--- src/swmon_pkg.sv ---
// Constants and state type shared by the switch monitor serial port.
// Assumes a 200 MHz clk; every link pin is sampled, never used as a clock.
// How it works
// - Link is live only while chip select is low; otherwise output floats.
// - CRC covers frame bits 39..8 and sits in bits 7..0.
// - Bad CRC, length or direction drops the frame and flags an error.
// - Input bits shift in on each falling serial clock edge.
// - Status reply: 100, factors, 0, mode, 22 switch bits, CRC.
// - A factor bit reads 1 once its cause has occurred.
// - Mode bit reads 0 in normal and 1 in sleep.
// - Switch bits read 1 for closed, 0 for open.
// - Reply snapshot at chip select fall, shifted out on rising clock.
// - Readback reply: 100, factors, 24-bit value, CRC.
// - A read result comes back in the following frame's reply.
// - Back-to-back reads each return the previous one; null collects last.
// - Interrupt is low straight after reset.
// - Chip select rise ending a frame clears the factors it reported; the interrupt is released only if no factor remains.
// - A switch change pulls the interrupt low.
// - A switch with its source off is floating; its bit keeps the last value seen with source on.
// - Switches are sampled only while their source is on.
// - Mode command bit 1 enters sleep, 0 returns to normal.
// - Wake output floats in sleep and is driven low in normal.
// - With auto wake, a switch change in sleep returns to normal.
// - Valid frames start with direction code 01; others are errors.
// - Five factors: test, thermal, reset, communication error, switch.
// - A factor raised during a frame survives its end and shows next.
`default_nettype none

package swmon_pkg;

   localparam int FRAME_BITS = 40;
   localparam logic [6:0] FRAME_LEN = 7'h28;
   localparam logic [6:0] FRAME_CNT_MAX = 7'h29;
   localparam logic [1:0] DIR_HOST = 2'h1;
   localparam logic [2:0] REPLY_HEAD = 3'h4;
   localparam int NUM_SW = 22;

   localparam logic [7:0] CRC_POLY = 8'h2F;
   localparam logic [7:0] CRC_INIT = 8'hFF;

   // Factor positions within the 5-bit factor field (frame bits 36..32)
   localparam int FLAG_TEST = 4;
   localparam int FLAG_THERM = 3;
   localparam int FLAG_RST = 2;
   localparam int FLAG_ERR = 1;
   localparam int FLAG_SW = 0;
   localparam logic [4:0] FLAGS_RESET = 5'h04;

   // Address bit 5 marks a readback request of the register in bits 4..0
   localparam int ADDR_READ_BIT = 5;
   localparam logic [5:0] ADDR_NULL = 6'h00;
   localparam logic [5:0] ADDR_AUTO = 6'h0E;
   localparam logic [5:0] ADDR_MODE = 6'h0F;
   localparam int DATA_CTRL_BIT = 23;

   // Synchroniser lanes
   localparam int SY_CS = 0;
   localparam int SY_SCLK = 1;
   localparam int SY_SI = 2;
   localparam int SY_TEST = 3;
   localparam int SY_THERM = 4;
   localparam int SY_SW = 5;
   localparam int SY_W = 27;
   localparam logic [26:0] SY_INIT = 27'h000_0001;

   typedef struct packed {
      logic cs_prev;
      logic sclk_prev;
      logic [39:0] rx;
      logic [6:0] bit_cnt;
      logic [39:0] tx;
      logic so;
      logic so_oe;
      logic [4:0] flags;
      logic [4:0] rep_flags;
      logic [21:0] sw_state;
      logic sleep;
      logic auto_wake;
      logic rd_pending;
      logic [5:0] rd_addr;
      logic int_oe;
      logic wake_oe;
      logic pin_low;
      logic wr_strobe;
      logic [5:0] wr_addr;
      logic [23:0] wr_data;
   } port_state_s;

endpackage : swmon_pkg

`default_nettype wire

--- src/level_sync.sv ---
// Two-stage synchroniser for a bundle of asynchronous levels.
// Assumes each bit is independent; no bus coherence is promised.
`default_nettype none

module level_sync #(
   parameter int W = 1,
   parameter logic [W-1:0] INIT = '0
) (
   input wire logic clk,
   input wire logic sys_rst,
   input wire logic [W-1:0] async_in,
   output logic [W-1:0] sync_out
);

   logic [W-1:0] meta;

   always_ff @(posedge clk)
   begin
      if (sys_rst)
      begin
         meta <= INIT;
         sync_out <= INIT;
      end
      else
      begin
         meta <= async_in;
         sync_out <= meta;
      end
   end

endmodule : level_sync

`default_nettype wire

--- src/frame_crc8.sv ---
// Combinational CRC-8 over the 32 upper bits of a frame, MSB first.
// Assumes both link ends use the same polynomial and seed.
`default_nettype none

module frame_crc8 (
   input wire logic [31:0] data,
   output logic [7:0] crc
);

   always_comb
   begin
      logic [7:0] c;
      logic fb;
      c = swmon_pkg::CRC_INIT;
      fb = 1'b0;
      for (int i = 31; i >= 0; i--)
      begin
         fb = c[7] ^ data[i];
         c = {c[6:0], 1'b0};
         if (fb)
         begin
            c = c ^ swmon_pkg::CRC_POLY;
         end
      end
      crc = c;
   end

endmodule : frame_crc8

`default_nettype wire

--- src/switch_monitor_serial_frame_port.sv ---
// Serial frame port of the switch monitor: receive, check, reply, interrupt.
// Assumes link pins and fault levels are asynchronous; source_on and
// ext_rd_data come from logic on clk.
`default_nettype none

module switch_monitor_serial_frame_port (
   input wire logic clk,
   input wire logic sys_rst,
   input wire logic chip_select_n,
   input wire logic sclk,
   input wire logic si,
   input wire logic [5:0] high_supply_inputs,
   input wire logic [7:0] source_only_inputs,
   input wire logic [7:0] bidir_current_inputs,
   input wire logic [21:0] source_on,
   input wire logic test_mode_in,
   input wire logic thermal_shutdown_in,
   input wire logic [23:0] ext_rd_data,
   output logic so,
   output logic so_oe,
   output logic int_n_out,
   output logic int_n_oe,
   output logic wake_out_n,
   output logic wake_out_n_oe,
   output logic [5:0] ext_rd_addr,
   output logic wr_strobe,
   output logic [5:0] wr_addr,
   output logic [23:0] wr_data,
   output logic sleep_mode,
   output logic auto_wake_en
);

   swmon_pkg::port_state_s s;
   swmon_pkg::port_state_s next_s;

   logic [swmon_pkg::SY_W-1:0] sy;
   logic [21:0] sw_now;
   logic cs_high;
   logic cs_fall;
   logic cs_rise;
   logic sclk_rise;
   logic sclk_fall;
   logic [7:0] rx_crc;
   logic [7:0] tx_crc;
   logic [31:0] tx_word;
   logic [23:0] rd_value;
   logic [23:0] status_body;
   logic frame_ok;
   logic [5:0] rx_addr;
   logic [23:0] rx_data;
   logic [4:0] events;
   logic [4:0] kept;

   // Switch order matches the reply: high-supply, source-only, bidirectional
   level_sync #(
      .W(swmon_pkg::SY_W),
      .INIT(swmon_pkg::SY_INIT)
   ) u_sync (
      .clk(clk),
      .sys_rst(sys_rst),
      .async_in({high_supply_inputs, source_only_inputs, bidir_current_inputs,
                 thermal_shutdown_in, test_mode_in, si, sclk, chip_select_n}),
      .sync_out(sy)
   );

   frame_crc8 u_rx_crc (
      .data(s.rx[39:8]),
      .crc(rx_crc)
   );

   frame_crc8 u_tx_crc (
      .data(tx_word),
      .crc(tx_crc)
   );

   assign sw_now = sy[swmon_pkg::SY_SW +: swmon_pkg::NUM_SW];
   assign cs_high = sy[swmon_pkg::SY_CS];
   assign cs_fall = s.cs_prev & ~cs_high;
   assign cs_rise = ~s.cs_prev & cs_high;
   // Clock edges only count inside a frame
   assign sclk_rise = ~cs_high & ~s.sclk_prev & sy[swmon_pkg::SY_SCLK];
   assign sclk_fall = ~cs_high & s.sclk_prev & ~sy[swmon_pkg::SY_SCLK];

   assign rx_addr = s.rx[37:32];
   assign rx_data = s.rx[31:8];
   assign frame_ok = (s.bit_cnt == swmon_pkg::FRAME_LEN)
                     && (s.rx[39:38] == swmon_pkg::DIR_HOST)
                     && (rx_crc == s.rx[7:0]);

   // Readback source: own control bits, else the outside register file
   always_comb
   begin
      rd_value = ext_rd_data;
      if (s.rd_addr == swmon_pkg::ADDR_MODE)
      begin
         rd_value = '0;
         rd_value[swmon_pkg::DATA_CTRL_BIT] = s.sleep;
      end
      else if (s.rd_addr == swmon_pkg::ADDR_AUTO)
      begin
         rd_value = '0;
         rd_value[swmon_pkg::DATA_CTRL_BIT] = s.auto_wake;
      end
   end

   // Floating inputs simply report the last value seen with source on
   assign status_body = {1'b0, s.sleep, s.sw_state};
   assign tx_word = s.rd_pending ? {swmon_pkg::REPLY_HEAD, s.flags, rd_value}
                                 : {swmon_pkg::REPLY_HEAD, s.flags, status_body};

   always_comb
   begin
      next_s = s;
      next_s.cs_prev = cs_high;
      next_s.sclk_prev = sy[swmon_pkg::SY_SCLK];
      next_s.wr_strobe = 1'b0;
      events = '0;
      kept = s.flags;

      // Fault levels keep their factor raised while present
      events[swmon_pkg::FLAG_TEST] = sy[swmon_pkg::SY_TEST];
      events[swmon_pkg::FLAG_THERM] = sy[swmon_pkg::SY_THERM];

      // Switch scan; only inputs with their source on are trusted
      for (int i = 0; i < swmon_pkg::NUM_SW; i++)
      begin
         if (source_on[i] && (sw_now[i] != s.sw_state[i]))
         begin
            next_s.sw_state[i] = sw_now[i];
            events[swmon_pkg::FLAG_SW] = 1'b1;
         end
      end
      if (events[swmon_pkg::FLAG_SW] && s.sleep && s.auto_wake)
      begin
         next_s.sleep = 1'b0;
      end

      // Frame start: freeze the reply and the factors it reports
      if (cs_fall)
      begin
         next_s.tx = {tx_word, tx_crc};
         next_s.so = tx_word[31];
         next_s.rep_flags = s.flags;
         next_s.bit_cnt = '0;
      end

      if (sclk_rise)
      begin
         next_s.so = s.tx[swmon_pkg::FRAME_BITS-1];
         next_s.tx = {s.tx[38:0], 1'b0};
      end

      if (sclk_fall)
      begin
         next_s.rx = {s.rx[38:0], sy[swmon_pkg::SY_SI]};
         if (s.bit_cnt != swmon_pkg::FRAME_CNT_MAX)
         begin
            next_s.bit_cnt = s.bit_cnt + 7'h01;
         end
      end

      // Frame end: act on a good frame, flag a bad one, clear what was seen
      if (cs_rise)
      begin
         kept = s.flags & ~s.rep_flags;
         next_s.rd_pending = 1'b0;
         if (!frame_ok)
         begin
            events[swmon_pkg::FLAG_ERR] = 1'b1;
         end
         else if (rx_addr[swmon_pkg::ADDR_READ_BIT])
         begin
            next_s.rd_pending = 1'b1;
            next_s.rd_addr = {1'b0, rx_addr[4:0]};
         end
         else if (rx_addr == swmon_pkg::ADDR_MODE)
         begin
            next_s.sleep = rx_data[swmon_pkg::DATA_CTRL_BIT];
         end
         else if (rx_addr == swmon_pkg::ADDR_AUTO)
         begin
            next_s.auto_wake = rx_data[swmon_pkg::DATA_CTRL_BIT];
         end
         else if (rx_addr != swmon_pkg::ADDR_NULL)
         begin
            next_s.wr_strobe = 1'b1;
            next_s.wr_addr = rx_addr;
            next_s.wr_data = rx_data;
         end
      end

      // New causes win over the clear in the same cycle
      next_s.flags = kept | events;
      next_s.int_oe = |next_s.flags;
      next_s.so_oe = ~cs_high;
      next_s.wake_oe = ~next_s.sleep;
   end

   always_ff @(posedge clk)
   begin
      if (sys_rst)
      begin
         s <= '0;
         s.cs_prev <= 1'b1;
         s.flags <= swmon_pkg::FLAGS_RESET;
         s.int_oe <= 1'b1;
         s.wake_oe <= 1'b1;
      end
      else
      begin
         s <= next_s;
      end
   end

   assign so = s.so;
   assign so_oe = s.so_oe;
   // Open-drain pins only ever drive low
   assign int_n_out = s.pin_low;
   assign int_n_oe = s.int_oe;
   assign wake_out_n = s.pin_low;
   assign wake_out_n_oe = s.wake_oe;
   assign ext_rd_addr = s.rd_addr;
   assign wr_strobe = s.wr_strobe;
   assign wr_addr = s.wr_addr;
   assign wr_data = s.wr_data;
   assign sleep_mode = s.sleep;
   assign auto_wake_en = s.auto_wake;

endmodule : switch_monitor_serial_frame_port

`default_nettype wire

--- config.mk ---
export PLATFORM = sky130hd
export DESIGN_NAME = switch_monitor_serial_frame_port
export DESIGN_NICKNAME = d
export VERILOG_FILES = /design/src/swmon_pkg.sv /design/src/level_sync.sv /design/src/frame_crc8.sv /design/src/switch_monitor_serial_frame_port.sv
export SDC_FILE = /design/constraint.sdc
export NUM_CORES = 1
export LEC_CHECK = 0
export BUFFER_PORTS_ARGS = -buffer_cell sky130_fd_sc_hd__buf_4
export CAP_MARGIN = 20
export CORE_MARGIN = 4
export CORE_UTILIZATION = 40
export CTS_BUF_LIST = sky130_fd_sc_hd__clkbuf_8
export DETAILED_ROUTE_END_ITERATION = 8
export GPL_TIMING_DRIVEN = 0
export PLACE_DENSITY = 0.56
export RECOVER_POWER = 100
export SLEW_MARGIN = 10
export SYNTH_ARGS = -nofsm -noshare
export SYNTH_HDL_FRONTEND = slang
export SYNTH_SLANG_ARGS = --single-unit
--- constraint.sdc ---
create_clock -name clk -period 6.5 [get_ports clk]
set_input_delay 0.975 -clock clk [delete_from_list [all_inputs] [get_ports clk]]
set_output_delay 0.975 -clock clk [all_outputs]
set_load 0.005 [all_outputs]
### After elaboration in Yosys (flattened, before gate mapping)

Cells that the tools add are included.
Widths: inputs -> output; s select.

* register bits after elaboration: 217
* bits in latches: 0
* bits in writable memories: 0
* ROM bits: 0
* input port bits: 75
* output and inout port bits: 45
* word-level logic and storage cells: 356
* memories kept: 0

* add/subtract/negate cells: 1
* multipliers: 0
* divide/modulo/power cells: 0
* $lt $le $gt $ge: 0
* eq/ne operators: 30
* shift-type cells: 0
* muxes and demuxes: 105
* bitwise logic cells: 143
* reduce and logical (&&, ||, !) cells: 34

Operator list (count)
* $mux 6: 64
* $not 5->5: 63
* $mux 24: 3
* $xor 1x1->1: 58
* $mux 48: 1
* $mux 41: 1
* $mux 31: 1
* $mux 1: 28
* $logic_and 1x1->1: 26
* $ne 1x1->1: 22
* $mux 7: 3
* $mux 9: 2
* $eq 6x4->1 const B: 2
* $eq 5x4->1 const B: 2
* $not 1->1: 10
* $eq 8x8->1: 1
* $add 7x1->7 const B: 1
* $eq 7x6->1 const B: 1
* $ne 7x6->1 const B: 1
* $and 1x1->1: 6
* $reduce_and 6->1: 1
* $reduce_bool 6->1: 1
* $reduce_or 6->1: 1
* $and 5x5->5: 1
* 11 further kinds: 13

### Longest topological paths before layout

Gate-level depths: netlist of run 1.

* word-level depth: 69
* mapped depth: 14
* gate-level depth less buffers: 13

### Cells and area by module

Synthesis of run 1 repeated with hierarchy kept, for this count alone.

* cell total of the unflattened synthesis: 1234
* area total of the unflattened synthesis: 11448.5 µm²

Modules (own cells, without submodules)
* switch_monitor_serial_frame_port: instances 1, cells each 915, area each 7262.0 µm², seq. area each 3263.1 µm²
* frame_crc8: instances 2, cells each 103, area each 1370.1 µm², seq. area each 0.0 µm²
* level_sync: instances 1, cells each 113, area each 1446.4 µm², seq. area each 1081.0 µm²

### Least setup slack after synthesis of run 1

No wires, ideal clock.

* kind: input-to-reg
* start: in ext_rd_data[19]
* end: reg s[81] (netlist name)
* setup time: 0.074 ns
* data arrival time: 3.841 ns
* required time: 6.426 ns
* path slack: 2.585 ns
* cell stages on the path: 10
* cells stage by stage: a31oi_1 > xnor2_1 > xnor2_1 > xnor3_1 > xnor3_1 > xor3_1 > xnor2_2 > xnor3_1 > nand2b_1 > a31oi_1

* longest elaborated chain between the ends: 34
* elaborated cells between the ends (all ways): 59
* classes of those cells: mux: 25; bitwise: 34

Ends and longest elaborated chain
* start, declared: RTL line switch_monitor_serial_frame_port.sv:18 `input wire logic [23:0] ext_rd_data,`
* $mux 24 *: RTL line switch_monitor_serial_frame_port.sv:99 `else if (s.rd_addr == swmon_pkg::ADDR_AUTO)`
* $mux 24 *: RTL line switch_monitor_serial_frame_port.sv:94 `if (s.rd_addr == swmon_pkg::ADDR_MODE)`
* $mux 24 *: RTL line switch_monitor_serial_frame_port.sv:108 `assign tx_word = s.rd_pending ? {swmon_pkg::REPLY_HEAD, s.flags, rd_value}`
* $xor 1x1->1 *: RTL line frame_crc8.sv:18 `fb = c[7] ^ data[i];`
* $mux 6 *: RTL line frame_crc8.sv:20 `if (fb)`
* $not 5->5 (no source line)
* $mux 6: RTL line frame_crc8.sv:20
* $not 5->5 (no source line)
* [17 not listed]
* $not 5->5 (no source line) / $xor 1x1->1 (equally long branches)
* $mux 6: RTL line frame_crc8.sv:20
* $not 5->5 (no source line)
* $mux 6: RTL line frame_crc8.sv:20
* $not 5->5 (no source line)
* $mux 6 * (2 in a row): RTL line frame_crc8.sv:20
* $mux 48 *: RTL line switch_monitor_serial_frame_port.sv:139 `if (cs_fall)`
* $mux 41 *: RTL line switch_monitor_serial_frame_port.sv:147 `if (sclk_rise)`
* end signal, assigned: RTL line switch_monitor_serial_frame_port.sv:211 `s <= next_s;`
* end, declared: RTL line switch_monitor_serial_frame_port.sv:33 `swmon_pkg::port_state_s s;`

Mark *: on every way between the ends. The rest lies on a longest branch, timed or not. The select of a mux whose other input is x is not followed.
A chain may end at the register's enable or synchronous reset.

### Final worst setup path of run 1

* start: reg s[162] (netlist name)
* end: reg s, in the netlist wr_data[23]

* longest elaborated chain between the ends: 47
* elaborated cells between the ends (all ways): 94
* classes of those cells: eq/ne: 2; mux: 31; bitwise: 58; reduce/logical: 3

Ends and longest elaborated chain
* $xor 1x1->1: RTL line frame_crc8.sv:18
* $mux 6: RTL line frame_crc8.sv:20
* $not 5->5 (no source line)
* $mux 6: RTL line frame_crc8.sv:20
* $not 5->5 (no source line)
* $mux 6: RTL line frame_crc8.sv:20
* $not 5->5 (no source line)
* $mux 6 (2 in a row): RTL line frame_crc8.sv:20
* [29 not listed]
* $mux 6: RTL line frame_crc8.sv:20
* $not 5->5 (no source line)
* $mux 6 (2 in a row): RTL line frame_crc8.sv:20
* $not 5->5 (no source line)
* $mux 6: RTL line frame_crc8.sv:20
* $eq 8x8->1: RTL line switch_monitor_serial_frame_port.sv:88 `&& (rx_crc == s.rx[7:0]);`
* $logic_and 1x1->1 *: RTL line switch_monitor_serial_frame_port.sv:88
* $reduce_and 6->1 (no source line) *

Mark *: on every way between the ends. The rest lies on a longest branch, timed or not.

==> reports/metrics.cfg, run 1 <==
[routing]
vias_per_cell=4.84
first_pass_iters=5
postRouteWirelength_um=29500
routedWlPerCell_um=16.6
drcViolationCount=0
vias=8618
drt_iter0_markers=444
antenna_left=0

[setup_path]
arrival_ps=5200
reg2reg_to=wr_data[23]$_SDFFE_PP0P_
path_class=reg -> reg
r2r_setup_slack_ps=1710
r2r_cells=13
cp.required_ps=6910
cp_max_fo=10
worst_setup_path_start_kind=register
cp-end-kind=register
reg2reg_from=s[162]$_SDFFE_PP0P_

[layout]
layout.cells.most_common=dfxtp_1
layout.cells.non_filler=1781
fillers=2730
final_cell_mix=dfxtp_1 (217), nand2_1 (194), buf_4 (111)
fin_nets=1453
syn_to_final_growth_pct=18.7
layout-drive-gt1-share_pct=16.1
diodes=0
design_area_um2=13400

[synthesis]
synth_top_area_cell=dfxtp_1
async_flop_share_pct=0
yosys-top-cells-area=dfxtp_1 (38%), xnor3_1 (8.1%), xnor2_1 (7.1%), nand2_1 (6.4%), xor2_1 (5.5%)
syn_avg_cell_area_um2=9.32
synth_cell_types=57
yosys_warnings=0
synthesis.area_um2=11300
ys_ff_latch=217
yosys.area.top_type_share_pct=38.3
syn_inst=1216
synth-edff-count=0
seq_area_frac_synth_pct=38.3
synth_flop_cell=dfxtp_1

[grt]
grt_antenna_before_repair=0
grt_use_total_pct=18.7
grt_max_degree=13
grt_pass1_vias=8457
grt_first_pass_wirelength_um=46200
grt-ovfl-total=0

[min_path]
whs_path_depth=1
hp-class=reg -> reg
hold_end=u_sync.sync_out[0]$_SDFF_PP1_
hold_path_startpoint=u_sync.meta[0]$_SDFF_PP1_

[timing]
setup_viol=0
rsz0062_at_grt=false
fin_crit_sh_pct=73.6
tightest_slew_ps=1530
final.min_clock_period_ps=4790
hold_viol_final=0
setup-tns-final_ps=0
fmax_mhz=209
slew_headroom_pct=-2.96
slew_viol_final=7
skew_ps=21.9

[pwr]
leakage_uw=0.00577
max-vdd-ir-drop_mv=0.210
p_per_area_nw_per_um2=274

[clocking]
h-tree-depth=2
numCtsBuffers=40
tritoncts=done
clk_path_buf_depth=3
clk_latency_ps=550
cts_resized=0
cts_root_buf=clkbuf_8
cts_setup_buffers=0
clk_pin_slew_ps=60
clock_sinks=217
postCtsHoldBufs=0

[run]
maxCapViolations=1

[place]
place_area_um2=12700
port_buffers=113
dp.cells=1710
place_congestion=0.865
dpl.hpwl_um=22400

[status]
status=finished, violations left
violations=max-capacitance violations, max-slew violations

[die]
io_pins=120
fp.dieW_um=176
coreArea_um2=27900
die_y_um=176
std_cell_rows=61
initial_core_util_pct=40.7
die_area_um2=31100

-- sequential cells by signal, indices dropped and copies added (netlist names), 5 cells and up --
signal and cells:
rx_data 24, wr_data 24, wr_addr 5, u_sync.meta 27, s 92, rx_addr 6
ext_rd_addr 5, u_sync.sync_out 27
-- power breakdown --
part	internal, uW	total (uW)	switching [uW]	leakage (uW)
Combinational	521	902	380	0.00352
Sequential	1370	1390	24.1	0.00176
Clock	805	1400	590	0.000489
Total	2700	3690	994	0.00577
-- routing by layer --
metal	wire [um]	global-route usage (%)	up-vias	share of wire, %
met1	14500	27.1	4059	49
met2	13400	29.8	186	46
met3	1180	2.93	34	4.0
li1	-	-	4339	-
met5	0	0	-	0
met4	439	4.06	0	1.5
-- critical path: stages, from the launching register on --
cell	delay, ps
dfxtp_1	480
ha_1	360
xnor2_1	550
xnor3_1	540
xor3_1	270
xnor2_1	260
xor2_1	270
xor2_1	370
xnor2_1	160
o22ai_1	220
nand4b_4	170
clkbuf_1	670
mux2i_1	280
nor2_1	50
-- synth_stat cells, types with 37 or more instances --
master      n
xnor2_1    92
buf_4      39
nand2_1   194
xor2_1     71
dfxtp_1   217
xnor3_1    41
nor2b_1    57
mux2i_1    60
a31oi_1    37
nor2_1     80
a21oi_1    63
nand3_1    53
clkbuf_1   71
-- final cells by class --
type	instances	area, um2	area share (%)
Buffer	120	599	4.46
Clock buffer	52	716	5.32
Clock inverter	19	154	1.14
Inverter	6	22.5	0.167
Multi-Input combinational cell	876	6290	46.8
Sequential cell	217	4340	32.3
Tap cell	378	473	3.52
Timing Repair Buffer	113	845	6.28
-- metrics by stage --
stage | hold slack [ps] | utilization, % | setup slack, ps | power [uW]
2_1_floorplan | 389 | - | 2580 | 2190
3_3_place_gp | 404 | 45.5 | 2020 | 2350
3_5_place_dp | 399 | 45.5 | 1990 | 2350
4_1_cts | 421 | 48.6 | 1920 | 3760
5_1_grt | 431 | 48.3 | 1360 | 3860
6_report | 418 | 48.3 | 1710 | 3690
-- cell families after synthesis --
family	Yosys count	synth area share (%)
adder cells (fa/ha/maj)	4	0.442
AND/OR/NAND/NOR	431	17.6
multiplexers	61	5.40
buffers and inverters	126	5.73
AO/OA/AOI/OAI	157	8.78
flip-flops	217	38.3
other	1	0.0331
XOR/XNOR	219	23.7
-- worst max-delay path by stage --
| stage | from | to | cells past startpoint | slack, ps |
|---|---|---|---|---|
| 2_1_floorplan | ext_rd_data[19] | s[81]$_SDFFE_PP0P_ | 10 | 2580 |
| 3_3_place_gp | ext_rd_data[19] | s[81]$_SDFFE_PP0P_ | 11 | 2020 |
| 3_5_place_dp | ext_rd_data[19] | s[81]$_SDFFE_PP0P_ | 11 | 1990 |
| 4_1_cts | s[162]$_SDFFE_PP0P_ | int_n_oe$_SDFF_PP1_ | 12 | 1920 |
| 5_1_grt | s[162]$_SDFFE_PP0P_ | wr_data[9]$_SDFFE_PP0P_ | 13 | 1360 |
| 6_report | s[162]$_SDFFE_PP0P_ | wr_data[23]$_SDFFE_PP0P_ | 13 | 1710 |
(Power assumes the default switching activity.)
==> inputs of run 2 (changes only) <==
==> constraint.sdc (replaced) <==
create_clock -name clk -period 4.5 [get_ports clk]
set_input_delay 0.675 -clock clk [delete_from_list [all_inputs] [get_ports clk]]
set_output_delay 0.675 -clock clk [all_outputs]
set_load 0.005 [all_outputs]
==> run 2 against run 1 <==
  * Final cell count unchanged
  * Die area unchanged
  * Largest cell class unchanged
  * Largest power group unchanged
  * Highest routed layer unchanged
  * Routed wire length about the same
  * The flow still finishes with violations (max-capacitance violations, max-slew violations)
==> reports/metrics.cfg, run 2 (synthesis results as in run 1) <==
[setup_path]
timing.critical_path.to=s[81]$_SDFFE_PP0P_
cp-end-kind=register
cp.required_ps=4960
reg2reg_from=ext_rd_addr[1]$_SDFFE_PP0P_
path_class=reg -> reg
slowest_delay_ps=510
arrival_ps=4740
slowest_stage=xnor3_1
worstPathCellList=nand4b_2 -> a31oi_2 -> xnor2_1 -> xnor2_1 -> xnor3_1 -> xnor3_1 -> xor3_1 -> xnor2_1 -> xnor3_1 -> nand2b_1 -> a31oi_1
cp_max_fo=10
r2r_cells=11
worst_setup_path_start_kind=register
critPathLaunch=ext_rd_addr[1]$_SDFFE_PP0P_
reg2reg_to=s[81]$_SDFFE_PP0P_
r2r_setup_slack_ps=220

[routing]
postRouteWirelength_um=29500
routedWlPerCell_um=16.6
drt_iter0_markers=475
drcViolationCount=0
vias_per_cell=4.86
antenna_left=0
first_pass_iters=7
vias=8654

[timing]
fin_crit_sh_pct=95.0
hold_viol_final=0
setup_viol=0
fmax_mhz=234
slew_viol_final=7
skew_ps=21.7
slew_headroom_pct=-4.50
rsz0062_at_grt=false
tightest_slew_ps=1560
final.min_clock_period_ps=4280

[pwr]
p_per_area_nw_per_um2=394
total_power_uw=5330
leakage_uw=0.00584
max-vdd-ir-drop_mv=0.302

[status]
violations=max-capacitance violations, max-slew violations
status=finished, violations left

[layout]
largest_reg_flops=92
design_area_um2=13500
final_cell_mix=dfxtp_1 (217), nand2_1 (194), buf_4 (111)
layout.cells.non_filler=1781
fin_nets=1453
multiInputGateArea_um2=6360
regMostFlops=s
fillers=2726
seq_area_um2=4340
utilization_pct=48.6
diodes=0
layout-drive-gt1-share_pct=17.0
top_regs=s (92), u_sync.meta (27), u_sync.sync_out (27)
syn_to_final_growth_pct=19.4
layout.cells.most_common=dfxtp_1

[clocking]
clk_path_buf_depth=3
clock_sinks=217
tritoncts=done
numCtsBuffers=40
clk_latency_ps=550
clk_pin_slew_ps=50
h-tree-depth=2
cts_root_buf=clkbuf_8
postCtsHoldBufs=0

[die]
std_cell_rows=61
io_pins=120
die_y_um=176
fp.dieW_um=176
initial_core_util_pct=40.7
coreArea_um2=27900
die_area_um2=31100

[grt]
grt-ovfl-total=0
grt_pass1_vias=8459
grt_max_degree=13
grt_first_pass_wirelength_um=46200
grt_use_total_pct=18.8
grt_antenna_before_repair=0

[place]
place_area_um2=12700
place_congestion=0.865
dp.cells=1710
port_buffers=113
dpl.hpwl_um=22400

[min_path]
whs_path_depth=2
hp-class=in -> reg

[run]
maxCapViolations=1

run 2: cell types whose count changed in the layout (fill, tap and decap cells not counted), sizes merged:
| cell | delta |
|---|---|
| buf | +3 |
| clkbuf | -3 |
run 2: layout make-up:
cell class / instances / share of cell area, %
Multi-Input combinational cell: 876 / 47.0
Sequential cell: 217 / 32.1
Timing Repair Buffer: 113 / 6.24
Clock buffer: 52 / 5.29
Buffer: 120 / 4.51
Tap cell: 378 / 3.50
Clock inverter: 19 / 1.14
Inverter: 6 / 0.166
run 2: critical path: cells and delay by family, from the launching register on:
kind             cells  cell delay [ps]
flip-flops           1              430
AND/OR/NAND/NOR      2              540
XOR/XNOR             7             2590
AO/OA/AOI/OAI        2              630
run 2: per-layer routing:
layer	GRT usage (%)	up-vias	routed length (um)
met5	0	-	0
met4	4.06	0	480
met3	2.93	38	1130
met2	29.8	191	13400
met1	27.1	4092	14500
li1	-	4333	-
run 2: how the worst min path moves through the flow:
stage	slack [ps]	start	endpoint
floorplan	390	u_sync.meta[0]$_SDFF_PP1_	u_sync.sync_out[0]$_SDFF_PP1_
global placement	400	u_sync.meta[0]$_SDFF_PP1_	u_sync.sync_out[0]$_SDFF_PP1_
detailed placement	400	u_sync.meta[0]$_SDFF_PP1_	u_sync.sync_out[0]$_SDFF_PP1_
CTS	300	chip_select_n	u_sync.meta[0]$_SDFF_PP1_
global route	300	chip_select_n	u_sync.meta[0]$_SDFF_PP1_
finish	330	chip_select_n	u_sync.meta[0]$_SDFF_PP1_
run 2: per-stage QoR:
step	worst slack, ps	hold WS, ps	TNS, ps
6_report	223	327	0
3_5_place_dp	-3.93	399	-3.93
5_1_grt	36.3	302	0
2_1_floorplan	677	389	0
4_1_cts	139	299	0
3_3_place_gp	92.7	404	0
run 2: timing repair:
item	CTS	global route
resized for setup	1	3
pin swaps	0	1
cloned	0	0
setup buffers	0	0
setup endpoints to repair	1	3
run 2: report_power, final:
part	total, uW	internal [uW]	switching, uW	leakage, uW
sequential	2010	1980	34.8	0.00176
combinational	1300	753	544	0.00359
clock	2020	1160	860	0.000489
